`src/hdl/asc_pkg.sv`:
```
// Constants and types shared by the serial control block
`default_nettype none
package asc_pkg;
  localparam logic [7:0] ADDR_CTL1 = 8'h00;
  localparam logic [7:0] ADDR_CTL2 = 8'h04;
  localparam logic [7:0] ADDR_CTL3 = 8'h08;
  localparam logic [7:0] ADDR_STAT = 8'h0c;
  localparam logic [7:0] ADDR_DATA = 8'h10;
  // line_control_one fields
  localparam int C1_LOOP = 7;
  localparam int C1_ON = 6;
  localparam int C1_INV = 5;
  localparam int C1_NINE = 4;
  localparam int C1_WAKE = 3;
  localparam int C1_QSTART = 2;
  localparam int C1_PAR = 1;
  localparam int C1_ODD = 0;
  // line_control_two fields
  localparam int C2_TXE_IE = 7;
  localparam int C2_TXD_IE = 6;
  localparam int C2_RXF_IE = 5;
  localparam int C2_Q_IE = 4;
  localparam int C2_TX = 3;
  localparam int C2_RX = 2;
  localparam int C2_SBY = 1;
  localparam int C2_BRK = 0;
  // line_control_three fields
  localparam int C3_R8 = 7;
  localparam int C3_T8 = 6;
  localparam int C3_OV_IE = 3;
  localparam int C3_NS_IE = 2;
  localparam int C3_FR_IE = 1;
  localparam int C3_PA_IE = 0;
  // Status fields
  localparam int ST_TBE = 7;
  localparam int ST_DONE = 6;
  localparam int ST_RXF = 5;
  localparam int ST_QUIET = 4;
  localparam int ST_OVR = 3;
  localparam int ST_NSE = 2;
  localparam int ST_FRM = 1;
  localparam int ST_PAR = 0;
  localparam logic [7:0] C1_RST = 8'h00;
  localparam logic [7:0] C2_RST = 8'h00;
  localparam logic [7:0] C3_RST = 8'h00;
  localparam logic [7:0] C3_WMASK = 8'h4f;
  localparam logic [7:0] ST_RST = 8'hc0;
  localparam logic [7:0] RX_FLAG_MASK = 8'h3f;
  // Bit timing: sixteen clocks per serial bit
  localparam int BIT_CYCLES = 16;
  localparam logic [3:0] BIT_LAST = 4'(BIT_CYCLES - 1);
  localparam logic [3:0] BIT_MID = 4'(BIT_CYCLES / 2 - 1);
  localparam logic [3:0] LEN8 = 4'ha;
  localparam logic [3:0] LEN9 = 4'hb;
  typedef enum logic {TX_IDLE, TX_RUN} asc_tx_st_t;
  typedef enum logic [1:0] {RX_IDLE, RX_START, RX_BITS} asc_rx_st_t;
endpackage
`default_nettype wire

```
`src/hdl/asc_ctrl.sv`:
```
// Serial interface control logic with an APB register slave
//
// Contract
// - Loop mode feeds transmitter output to receiver, ignoring the input pin.
// - Module enable runs block; clearing sets empty and done, masks tx irq.
// - Polarity flip inverts every transmitted level, idle and break too.
// - One start, one stop; 8 or 9 data bits; 10 or 11 total.
// - Parity replaces the top data bit of the character.
// - Odd parity when select is 1, even when 0, both directions.
// - Standby exit by address mark when 1, idle line when 0.
// - Quiet ones counted after stop bit when 1, after start when 0.
// - Tx irq from empty with enable or done with enable.
// - Rx irq from buffer full with enable or quiet with enable.
// - Setting tx enable sends preamble of 10 or 11 ones.
// - Clearing tx enable finishes the current character, then idles high.
// - Toggling tx enable mid-character queues one idle character.
// - Clearing rx enable stops reception, keeps receiver flags.
// - Standby suppresses rx irqs; selected wake condition clears standby.
// - Break pulse sends one break then a 1; held sends breaks back to back.
// - Received ninth bit loads with data; bit 7 copy in 8-bit; no reset.
// - Transmit ninth bit loads with data into shifter; reset clears it.
// - Error irq from overrun with its enable; reset clears the enable.
// - Error irq from noise, framing, parity with enables; reset clears them.
//
// The APB slave port and the placing of the registers are this design's own decisions.
`default_nettype none
module asc_ctrl
  import asc_pkg::*;
(
  input wire logic clk,
  input wire logic sys_rst,
  input wire logic psel,
  input wire logic penable,
  input wire logic pwrite,
  input wire logic [7:0] paddr,
  input wire logic [31:0] pwdata,
  output logic [31:0] prdata,
  output logic pready,
  output logic pslverr,
  input wire logic rxd_pin,
  output logic txd_pin,
  output logic tx_irq,
  output logic rx_irq,
  output logic err_irq
);
  typedef struct packed {
    logic [7:0] c1;
    logic [7:0] c2;
    logic [7:0] c3;
    logic [7:0] flags;
    logic [7:0] arm;
    logic [7:0] txbuf;
    logic te_d;
    asc_tx_st_t tst;
    logic [10:0] tsh;
    logic [3:0] tcnt;
    logic [3:0] tdiv;
    logic pre_pend;
    logic brk_run;
    logic txo;
    logic [1:0] rsync;
    asc_rx_st_t rst;
    logic [3:0] rdiv;
    logic [3:0] rbit;
    logic [9:0] rsh;
    logic [1:0] smp;
    logic rnoise;
    logic [3:0] ones;
    logic idle_arm;
  } asc_state_t;

  localparam asc_state_t ST_INIT = '{
    c1: C1_RST, c2: C2_RST, c3: C3_RST, flags: ST_RST, arm: 8'h00,
    txbuf: 8'h00, te_d: 1'b0, tst: TX_IDLE, tsh: 11'h7ff, tcnt: 4'h0,
    tdiv: 4'h0, pre_pend: 1'b0, brk_run: 1'b0, txo: 1'b1, rsync: 2'h3,
    rst: RX_IDLE, rdiv: 4'h0, rbit: 4'h0, rsh: 10'h000, smp: 2'h0,
    rnoise: 1'b0, ones: 4'h0, idle_arm: 1'b0};

  asc_state_t st_reg;
  asc_state_t st_next;
  logic [7:0] rx_data_reg;
  logic rx_r8_reg;
  logic ld_rx;
  logic [8:0] rx_char;
  logic acc;
  logic mapped;
  logic on;
  logic tx_on;
  logic rx_run;
  logic sby;
  logic [3:0] flen;
  logic tx_raw;
  logic rin;

  function automatic logic [10:0] build_frame(input logic [7:0] d,
      input logic t8, input logic nine, input logic pon, input logic odd);
    logic [8:0] c;
    c = {t8, d};
    if (pon && nine) begin
      c[8] = (^d) ^ odd;
    end else if (pon) begin
      c[7] = (^d[6:0]) ^ odd;
    end
    return nine ? {1'b1, c, 1'b0} : {2'b11, c[7:0], 1'b0};
  endfunction

  assign acc = psel && penable;
  assign mapped = paddr == ADDR_CTL1 || paddr == ADDR_CTL2 ||
    paddr == ADDR_CTL3 || paddr == ADDR_STAT || paddr == ADDR_DATA;
  assign on = st_reg.c1[C1_ON];
  assign tx_on = st_reg.c2[C2_TX];
  assign rx_run = on && st_reg.c2[C2_RX];
  assign sby = st_reg.c2[C2_SBY];
  assign flen = st_reg.c1[C1_NINE] ? LEN9 : LEN8;
  assign tx_raw = (st_reg.tst == TX_RUN) ? st_reg.tsh[0] : 1'b1;
  assign rin = st_reg.c1[C1_LOOP] ? tx_raw : st_reg.rsync[1];

  always_comb begin
    logic tick;
    logic q_tick;
    logic q_val;
    logic bitv;
    logic nsy;
    logic [2:0] s3;
    logic [9:0] nsh;
    logic [8:0] pb;
    st_next = st_reg;
    tick = 1'b0;
    q_tick = 1'b0;
    q_val = 1'b0;
    bitv = 1'b0;
    nsy = 1'b0;
    s3 = 3'h0;
    nsh = st_reg.rsh;
    pb = 9'h000;
    ld_rx = 1'b0;
    rx_char = 9'h000;
    st_next.rsync = {st_reg.rsync[0], rxd_pin};
    st_next.te_d = tx_on;
    if (acc && pwrite) begin
      case (paddr)
        ADDR_CTL1: st_next.c1 = pwdata[7:0];
        ADDR_CTL2: st_next.c2 = pwdata[7:0];
        ADDR_CTL3: st_next.c3 = pwdata[7:0] & C3_WMASK;
        ADDR_DATA: begin
          st_next.txbuf = pwdata[7:0];
          st_next.flags[ST_TBE] = st_reg.flags[ST_TBE] & ~st_reg.arm[ST_TBE];
          st_next.arm[ST_TBE] = 1'b0;
        end
        default: ;
      endcase
    end
    if (acc && !pwrite && paddr == ADDR_STAT) begin
      st_next.arm = st_reg.flags;
    end
    if (acc && !pwrite && paddr == ADDR_DATA) begin
      st_next.flags = st_reg.flags & ~(st_reg.arm & RX_FLAG_MASK);
      st_next.arm = st_reg.arm & ~RX_FLAG_MASK;
    end

    // Transmitter
    if (st_reg.tst == TX_RUN) begin
      st_next.tdiv = st_reg.tdiv + 4'h1;
      tick = st_reg.tdiv == BIT_LAST;
      if (tick) begin
        st_next.tsh = {1'b1, st_reg.tsh[10:1]};
        st_next.tcnt = st_reg.tcnt - 4'h1;
      end
    end
    if (on && tx_on && !st_reg.te_d) begin
      st_next.pre_pend = 1'b1;
    end
    // Decide the next character at the last bit edge so breaks abut
    if (st_reg.tst == TX_IDLE || (tick && st_reg.tcnt == 4'h1)) begin
      st_next.tst = TX_RUN;
      st_next.tdiv = 4'h0;
      if (tx_on && st_reg.c2[C2_BRK]) begin
        st_next.tsh = 11'h000;
        st_next.tcnt = flen;
        st_next.brk_run = 1'b1;
        st_next.pre_pend = 1'b0;
      end else if (st_reg.brk_run) begin
        st_next.tsh = 11'h7ff;
        st_next.tcnt = 4'h1;
        st_next.brk_run = 1'b0;
      end else if (tx_on && st_next.pre_pend) begin
        st_next.tsh = 11'h7ff;
        st_next.tcnt = flen;
        st_next.pre_pend = 1'b0;
      end else if (tx_on && !st_reg.flags[ST_TBE]) begin
        st_next.tsh = build_frame(st_reg.txbuf, st_reg.c3[C3_T8],
          st_reg.c1[C1_NINE], st_reg.c1[C1_PAR],
          st_reg.c1[C1_ODD]);
        st_next.tcnt = flen;
        st_next.flags[ST_TBE] = 1'b1;
      end else begin
        st_next.tst = TX_IDLE;
      end
    end
    if (!on) begin
      st_next.tst = TX_IDLE;
      st_next.tsh = 11'h7ff;
      st_next.pre_pend = 1'b0;
      st_next.brk_run = 1'b0;
      st_next.flags[ST_TBE] = 1'b1;
    end
    st_next.flags[ST_DONE] = st_next.flags[ST_TBE] &&
      st_next.tst == TX_IDLE && !st_next.pre_pend && !st_next.brk_run;
    st_next.txo = ((st_next.tst == TX_RUN) ? st_next.tsh[0] : 1'b1) ^
      st_next.c1[C1_INV];

    // Receiver
    // Disabled receiver takes only the idle branch, so no flag can move
    case (rx_run ? st_reg.rst : RX_IDLE)
      RX_IDLE: begin
        st_next.rdiv = st_reg.rdiv + 4'h1;
        if (!rin) begin
          st_next.rst = RX_START;
          st_next.rdiv = 4'h0;
        end else if (st_reg.rdiv == BIT_LAST) begin
          q_tick = 1'b1;
          q_val = 1'b1;
        end
      end
      RX_START: begin
        st_next.rdiv = st_reg.rdiv + 4'h1;
        if (st_reg.rdiv == BIT_MID) begin
          st_next.rdiv = 4'h0;
          st_next.rst = rin ? RX_IDLE : RX_BITS;
          st_next.rbit = 4'h0;
          st_next.rnoise = 1'b0;
          st_next.ones = 4'h0;
        end
      end
      RX_BITS: begin
        st_next.rdiv = st_reg.rdiv + 4'h1;
        st_next.smp = {st_reg.smp[0], rin};
        if (st_reg.rdiv == BIT_LAST) begin
          // Three samples around mid bit; disagreement is noise
          s3 = {st_reg.smp, rin};
          bitv = (s3[0] & s3[1]) | (s3[0] & s3[2]) | (s3[1] & s3[2]);
          nsy = !(&s3) && |s3;
          st_next.rnoise = st_reg.rnoise | nsy;
          nsh = {bitv, st_reg.rsh[9:1]};
          st_next.rsh = nsh;
          st_next.rbit = st_reg.rbit + 4'h1;
          q_tick = !st_reg.c1[C1_QSTART];
          q_val = bitv;
          if (st_reg.rbit == flen - 4'h2) begin
            st_next.rst = RX_IDLE;
            st_next.rdiv = 4'h0;
            rx_char = st_reg.c1[C1_NINE] ? nsh[8:0] :
              {nsh[8], nsh[8:1]};
            pb = st_reg.c1[C1_NINE] ? nsh[8:0] : {1'b0, nsh[8:1]};
            if (sby && st_reg.c1[C1_WAKE] && nsh[8]) begin
              st_next.c2[C2_SBY] = 1'b0;
            end
            if (!sby || (st_reg.c1[C1_WAKE] && nsh[8])) begin
              if (st_next.flags[ST_RXF]) begin
                st_next.flags[ST_OVR] = 1'b1;
              end else begin
                ld_rx = 1'b1;
                st_next.flags[ST_RXF] = 1'b1;
                st_next.flags[ST_NSE] = st_reg.rnoise | nsy;
                st_next.flags[ST_FRM] = !nsh[9];
                st_next.flags[ST_PAR] = st_reg.c1[C1_PAR] &&
                  ((^pb) ^ st_reg.c1[C1_ODD]);
                st_next.idle_arm = 1'b1;
              end
            end
          end
        end
      end
      default: st_next.rst = RX_IDLE;
    endcase
    if (!rx_run) begin
      st_next.rst = RX_IDLE;
      st_next.rdiv = 4'h0;
      q_tick = 1'b0;
      ld_rx = 1'b0;
    end
    if (q_tick) begin
      if (!q_val) begin
        st_next.ones = 4'h0;
      end else if (st_reg.ones != flen) begin
        st_next.ones = st_reg.ones + 4'h1;
        if (st_reg.ones + 4'h1 == flen) begin
          if (sby && !st_reg.c1[C1_WAKE]) begin
            st_next.c2[C2_SBY] = 1'b0;
          end else if (st_reg.idle_arm && !sby) begin
            st_next.flags[ST_QUIET] = 1'b1;
            st_next.idle_arm = 1'b0;
          end
        end
      end
    end
  end

  always_ff @(posedge clk or posedge sys_rst) begin
    if (sys_rst) begin
      st_reg <= ST_INIT;
    end else begin
      st_reg <= st_next;
    end
  end

  // Received data and ninth bit keep their value across reset
  always_ff @(posedge clk) begin
    if (ld_rx) begin
      rx_data_reg <= rx_char[7:0];
      rx_r8_reg <= rx_char[8];
    end
  end

  always_comb begin
    prdata = 32'h0000_0000;
    if (acc && !pwrite) begin
      case (paddr)
        ADDR_CTL1: prdata[7:0] = st_reg.c1;
        ADDR_CTL2: prdata[7:0] = st_reg.c2;
        ADDR_CTL3: prdata[7:0] = {rx_r8_reg, st_reg.c3[6:0]};
        ADDR_STAT: prdata[7:0] = st_reg.flags;
        ADDR_DATA: prdata[7:0] = rx_data_reg;
        default: prdata = 32'h0000_0000;
      endcase
    end
  end

  assign pready = 1'b1;
  assign pslverr = acc && !mapped;
  assign txd_pin = st_reg.txo;
  assign tx_irq = on && ((st_reg.flags[ST_TBE] && st_reg.c2[C2_TXE_IE]) ||
    (st_reg.flags[ST_DONE] && st_reg.c2[C2_TXD_IE]));
  assign rx_irq = !sby &&
    ((st_reg.flags[ST_RXF] && st_reg.c2[C2_RXF_IE]) ||
    (st_reg.flags[ST_QUIET] && st_reg.c2[C2_Q_IE]));
  assign err_irq = (st_reg.flags[ST_OVR] && st_reg.c3[C3_OV_IE]) ||
    (st_reg.flags[ST_NSE] && st_reg.c3[C3_NS_IE]) ||
    (st_reg.flags[ST_FRM] && st_reg.c3[C3_FR_IE]) ||
    (st_reg.flags[ST_PAR] && st_reg.c3[C3_PA_IE]);

  loop_start_a: assert property (@(posedge clk) disable iff (sys_rst)
    (st_reg.c1[C1_LOOP] && rx_run && st_reg.rst == RX_IDLE && !tx_raw)
    |=> st_reg.rst == RX_START)
    else $error("loop mode did not start reception");
  module_off_a: assert property (@(posedge clk) disable iff (sys_rst)
    !on |=> (st_reg.flags[ST_TBE] && st_reg.flags[ST_DONE] &&
    (on || !tx_irq)))
    else $error("module off did not set empty and done");
  idle_invert_a: assert property (@(posedge clk) disable iff (sys_rst)
    (!on ##1 !on) |-> txd_pin != st_reg.c1[C1_INV])
    else $error("idle level not following polarity flip");
  tx_irq_src_a: assert property (@(posedge clk) disable iff (sys_rst)
    (on && st_reg.flags[ST_TBE] && st_reg.c2[C2_TXE_IE]) |-> tx_irq)
    else $error("empty flag with enable gave no tx irq");
  standby_mute_a: assert property (@(posedge clk) disable iff (sys_rst)
    sby |-> !rx_irq)
    else $error("rx irq raised during standby");
  overrun_irq_a: assert property (@(posedge clk) disable iff (sys_rst)
    $rose(st_reg.flags[ST_OVR]) && st_reg.c3[C3_OV_IE] |-> err_irq)
    else $error("overrun with enable gave no error irq");
  rx_keep_a: assert property (@(posedge clk) disable iff (sys_rst)
    ($fell(st_reg.c2[C2_RX]) && !acc) |=>
    $stable(st_reg.flags[5:0]))
    else $error("receiver disable changed rx flags");
  tx_stop_a: assert property (@(posedge clk) disable iff (sys_rst)
    (st_reg.tst == TX_IDLE && !tx_on && !st_reg.brk_run)
    |=> (st_reg.tst == TX_IDLE && txd_pin != st_reg.c1[C1_INV]))
    else $error("transmitter started while disabled");
endmodule
`default_nettype wire

```
`config.mk`:
```
export PLATFORM = sky130hd
export DESIGN_NAME = asc_ctrl
export DESIGN_NICKNAME = d
export VERILOG_FILES = /design/src/hdl/asc_pkg.sv /design/src/hdl/asc_ctrl.sv
export SDC_FILE = /design/constraint.sdc
export NUM_CORES = 1
export LEC_CHECK = 0
export ABC_AREA = 1
export BUFFER_PORTS_ARGS = -buffer_cell sky130_fd_sc_hd__buf_2
export CAP_MARGIN = 20
export CORE_AREA = 2 2 122 124
export CTS_CLUSTER_SIZE = 14
export DETAILED_ROUTE_END_ITERATION = 7
export DIE_AREA = 0 0 124 126
export PLACE_DENSITY = 0.7
export SYNTH_ARGS = -nofsm -noshare
export SYNTH_HDL_FRONTEND = slang
export SYNTH_SLANG_ARGS = --single-unit
```
`constraint.sdc`:
```
create_clock -name clk -period 2.8 [get_ports clk]
set_input_delay 0.28 -clock clk [delete_from_list [all_inputs] [get_ports clk]]
set_output_delay 0.28 -clock clk [all_outputs]
set_load 0.005 [all_outputs]
```
# After elaboration in Yosys (flattened, before gate mapping)
# Cells that the tools add are included.
# totals
regBits	108
in_bits	46
output_inout_bits	38
wordCells	259
# classes
add_sub_neg	6
n_eq_ne	20
mux	109
n_bitwise	17
n_reduce_logical	78
# ops
cell	n
2-to-1 mux 15 bit	5
2-to-1 mux 1 bit	65
case mux 8 bit (5 select lines)	1
logical AND 1 bit	34
2-to-1 mux 8 bit	4
2-to-1 mux 4 bit	6
2-to-1 mux 6 bit	4
2-to-1 mux 23 bit	1
2-to-1 mux 22 bit	1
2-to-1 mux 10 bit	2
2-to-1 mux 20 bit	1
2-to-1 mux 19 bit	1
adder 4 x 1 -> 4 bit (second input constant)	4
== test 8 x 4 -> 1 bit (second input constant)	2
2-to-1 mux 16 bit	1
2-to-1 mux 5 bit	3
2-to-1 mux 12 bit	1
!= test 3 bit (second input constant)	4
case mux 4 bit (3 select lines)	1
AND reduction 2 bit	6
AND reduction 3 bit	4
zero test 1 bit	11
logical OR 1 bit	11
nonzero test 2 bit	5
other kinds (33)	52

# Logic depth before layout (Yosys ltp)
# logic_depth
ltp_word	16
mapped_depth	15
depth_no_buf	14

# Worst setup path before layout
# Ideal clock, no wire load.
# synth_timing
kind	reg-to-reg
from	register st_reg, in the netlist on
to	register rx_data_reg[0] (enable)
setup_ns	0.374
arrival_time_ns	1.925
t_required_ns	2.426
path_slack_ns	0.501
stages_incl_launch_ff	11
path_buffers	1
synth_period_minus_slack_ns	2.299
cell_sequence	dfrtp_1 > nand2_1 > inv_1 > nand2_2 > inv_1 > ha_1 > buf_2 > nand4_4 > nor2_2 > nand2_2 > nor2_1
# synth_via
elab_chain_cells	5
# synth_rtl
item	line_no	rtl
start, declared	asc_ctrl.sv:79	asc_state_t st_reg;
start signal, assigned	asc_ctrl.sv:303	st_reg <= st_next;
logical AND 1 bit (*)	asc_ctrl.sv:112	assign rx_run = on && st_reg.c2[C2_RX];
2-to-1 mux 2 bit	asc_ctrl.sv:214	case (rx_run ? st_reg.rst : RX_IDLE)
== test 2 bit	asc_ctrl.sv:214	
2-to-1 mux 1 bit	asc_ctrl.sv:214	
2-to-1 mux 1 bit (*)	asc_ctrl.sv:276	if (!rx_run) begin
net ld_rx	asc_ctrl.sv:83	logic ld_rx;
end signal, assigned	asc_ctrl.sv:310	rx_data_reg <= rx_char[7:0];
end, declared	asc_ctrl.sv:81	logic [7:0] rx_data_reg;
# Mark *: on every way through the listed nets, which the timed path passes. The rest lies on a longest branch.
# A chain may end at the register's enable or synchronous reset.

# Worst setup path in the final report
# layout_timing
from	register st_reg[88] (netlist bit)
to	register rx_data_reg[2] (enable)
# The elaborated chain is that of the path after synthesis.

==> results_dict.tcl <==
set metrics [dict create \
    antenna_found_initial 0 \
    cp.required_ns 2.86 \
    ys_warn_count 0 \
    gr-total-overflow 0 \
    setup_viol 0 \
    port_buffers 34 \
    start_kind "register" \
    worst_slew_pin_slew_ns 0.633 \
    hold_viol_final 0 \
    hold_buffers 0 \
    fin_hold_ws_ns 0.00319 \
    ant_nets 0 \
    grt_pass1_wl_mm 23.6 \
    met3_usage_pct 2.94 \
    via_per_inst 4.97 \
    tns_ns 0 \
    synthArstFlopShare_pct 91.5 \
    clkTransAtPathRegs_ns 0.07 \
    critPathMaxStageDelay_ns 0.42 \
    yosys_register_bits 106 \
    die_w_um 124 \
    path_max_fanout 10 \
    end_kind "register" \
    syn_area_um2 6290 \
    synth_cell_type_count 51 \
    cts_post_setup_buffers_inserted 0 \
    drv_cap 0 \
    synth_edf_count 9 \
    die-area_um2 15600 \
    cts_tree "done" \
    insertedDiodeCount 0 \
    drive_gt1_share_pct 14.4 \
    core_area_um2 14300 \
    power.density_nw_per_um2 436 \
    drtIter0Drc 507 \
    total_power_mw 3.00 \
    cts-root-buf "clkbuf_16" \
    p_leak_nw 3.37 \
    num_rows 44 \
    die_h_um 126 \
    hold_path.class "primary input to async pin" \
    grt.busiest_layer "met2" \
    min_period_ns 2.44 \
    ys_seq_area_share_pct 43.2 \
    cts_buffers 9 \
    cts.sinks 106 \
    seq_area_um2 2720 \
    synthFlopType "dfrtp_1" \
    period_share_pct 87.2 \
    max_freq_mhz 410 \
    worstPathCellList "nand2_1 -> inv_1 -> nand2_2 -> inv_1 -> ha_1 -> nand4_4 -> nor2_2 -> nand2_2 -> nor2_1 -> buf_4" \
    synth_cells 827 \
    grt_max_degree 49 \
    clk_path_buf_depth 2 \
    grt_use_total_pct 19.2 \
    peakVddDrop_mv 0.372 \
    final_nets 920 \
    avgRoutedWirePerCell_um 13.6 \
    run_status "finished, final reports clean" \
    slew_violations 0 \
    pin_count 84 \
    drt-pass1-iter-count 5 \
    worstSetupStartpoint "st_reg[88]$_DFFE_PP0P_" \
    max_slew_margin_pct 57.5 \
    grt_use_met1_pct 27.7 \
    routed_wirelength_mm 14.3 \
    arrival_ns 2.50 \
    vias 5237 \
    dp_hpwl_mm 10.8 \
    skew_ns 0.00684 \
    r2r_start "st_reg[88]$_DFFE_PP0P_" \
    clk_latency_ns 0.36 \
    synthToLayoutAreaGrowth_pct 9.48 \
    largest_register_ffs 92 \
    post_cts_resized 0 \
    start_util_pct 44.0 \
    rsz0062_at_grt "no" \
    path_class "register to register" \
    grt_pass1_vias 4754 \
    drc_errors 0 \
    multi_input_area_um2 2990 \
    fill_cells 1430 \
    htreeDepth 3 \
    place_congestion 0.900 \
    cp_slowest_cell "ha_1" \
    use_met2_pct 29.0 \
    avgSynthCellArea_um2 7.61 \
]
[cells in the mapped netlist, drive strengths merged (7+ instances only)]
library cell / count / share of area (%)
a21oi: 26 / 2.2
inv: 102 / 6.1
dfrtp: 81 / 32
dfstp: 16 / 6.7
o21ai: 78 / 6.4
o22ai: 7 / 0.70
buf: 36 / 4.2
edfxtp: 9 / 4.3
nand3: 42 / 3.6
nor2: 68 / 5.0
nand2: 274 / 17
ha: 10 / 2.0
o211ai: 17 / 2.0
xor2: 9 / 1.4
or2: 9 / 0.89
nand4: 9 / 1.2
[worst max-delay path: cells and delay by family, from the launching register on]
kind,cells,cell delay [ns]
fa+ha+maj,1,0.42
buf+inv,3,0.45
flops,1,0.37
simple gates,6,0.89
[cells in the final DEF, fill, tap and decap left out, drive strengths merged, types with 6 or more instances in the layout]
cell type / n
nand2: 274
inv: 105
dfrtp: 81
o21ai: 78
nor2: 68
buf: 44
nand3: 42
a21oi: 26
conb: 25
o211ai: 17
dfstp: 16
clkbuf: 11
ha: 10
edfxtp: 9
xor2: 9
nand4: 9
or2: 9
o22ai: 7
nor3: 6
[per-stage QoR]
| stage | area [um^2] | setup slack (ns) | cells | util [%] |
|---|---|---|---|---|
| 6_report | 6890 | 0.360 | 1053 | 48.1 |
| 5_1_grt | 6890 | 0.176 | 1053 | 48.1 |
| 4_1_cts | 6890 | 0.386 | 1053 | 48.1 |
| 3_5_place_dp | 6590 | 0.420 | 1037 | 46.0 |
| 3_3_place_gp | 6590 | 0.462 | 1037 | 46.0 |
| 2_1_floorplan | 6380 | 0.0128 | 850 | - |
[worst paths after layout]
path / depth (start not counted) / endpoint / slack, ns
max: 10 / rx_data_reg[2]$_SDFFCE_PN0P_ / 0.36
min: 2 / st_reg[65]$_DFFE_PP0P_ / 0.003
max reg2reg: 10 / rx_data_reg[2]$_SDFFCE_PN0P_ / 0.36
min reg2reg: 0 / st_reg[29]$_DFF_PP1_ / 0.36
max in group asynchronous: 3 / st_next[29]$_DFF_PP1_ / 2.12
min in group clk: 1 / st_next[29]$_DFF_PP1_ / 0.02
[where the power goes]
| group | internal (mW) | switching, mW | total [mW] |
|---|---|---|---|
| Combinational | 0.0382 | 0.0986 | 0.137 |
| Clock | 0.693 | 0.602 | 1.30 |
| Sequential | 1.56 | 0.0103 | 1.57 |
[area by class of cell]
class / count / area share [%]
multi-input cells: 600 / 43.4
flip-flops and latches: 106 / 39.4
inverters: 103 / 5.67
clock buffers: 11 / 3.83
repair buffers: 44 / 3.74
well taps: 184 / 3.34
clock inverters: 5 / 0.599
[per-layer routing]
layer  wire (um)  vias to the layer above
met5           0                        -
met4         349                        0
met3         522                       21
met2        6530                       95
met1        6910                     2436
li1            -                     2685
[kinds of logic (layout without fill, tap and decap cells)]
family | count (synthesis) | count (layout) | synth area share (%)
other | 2 | 25 | 0.119
DFF | 106 | 106 | 43.2
and+or+nand+nor | 412 | 412 | 29.1
muxes | 2 | 2 | 0.318
adders and majority gates | 10 | 10 | 1.99
xor gates and xnor gates | 10 | 10 | 1.63
AOI/OAI and AO/OA | 141 | 141 | 13.0
buffers and inverters | 144 | 163 | 10.7
Note: power is estimated with default switching activity, not from simulation.
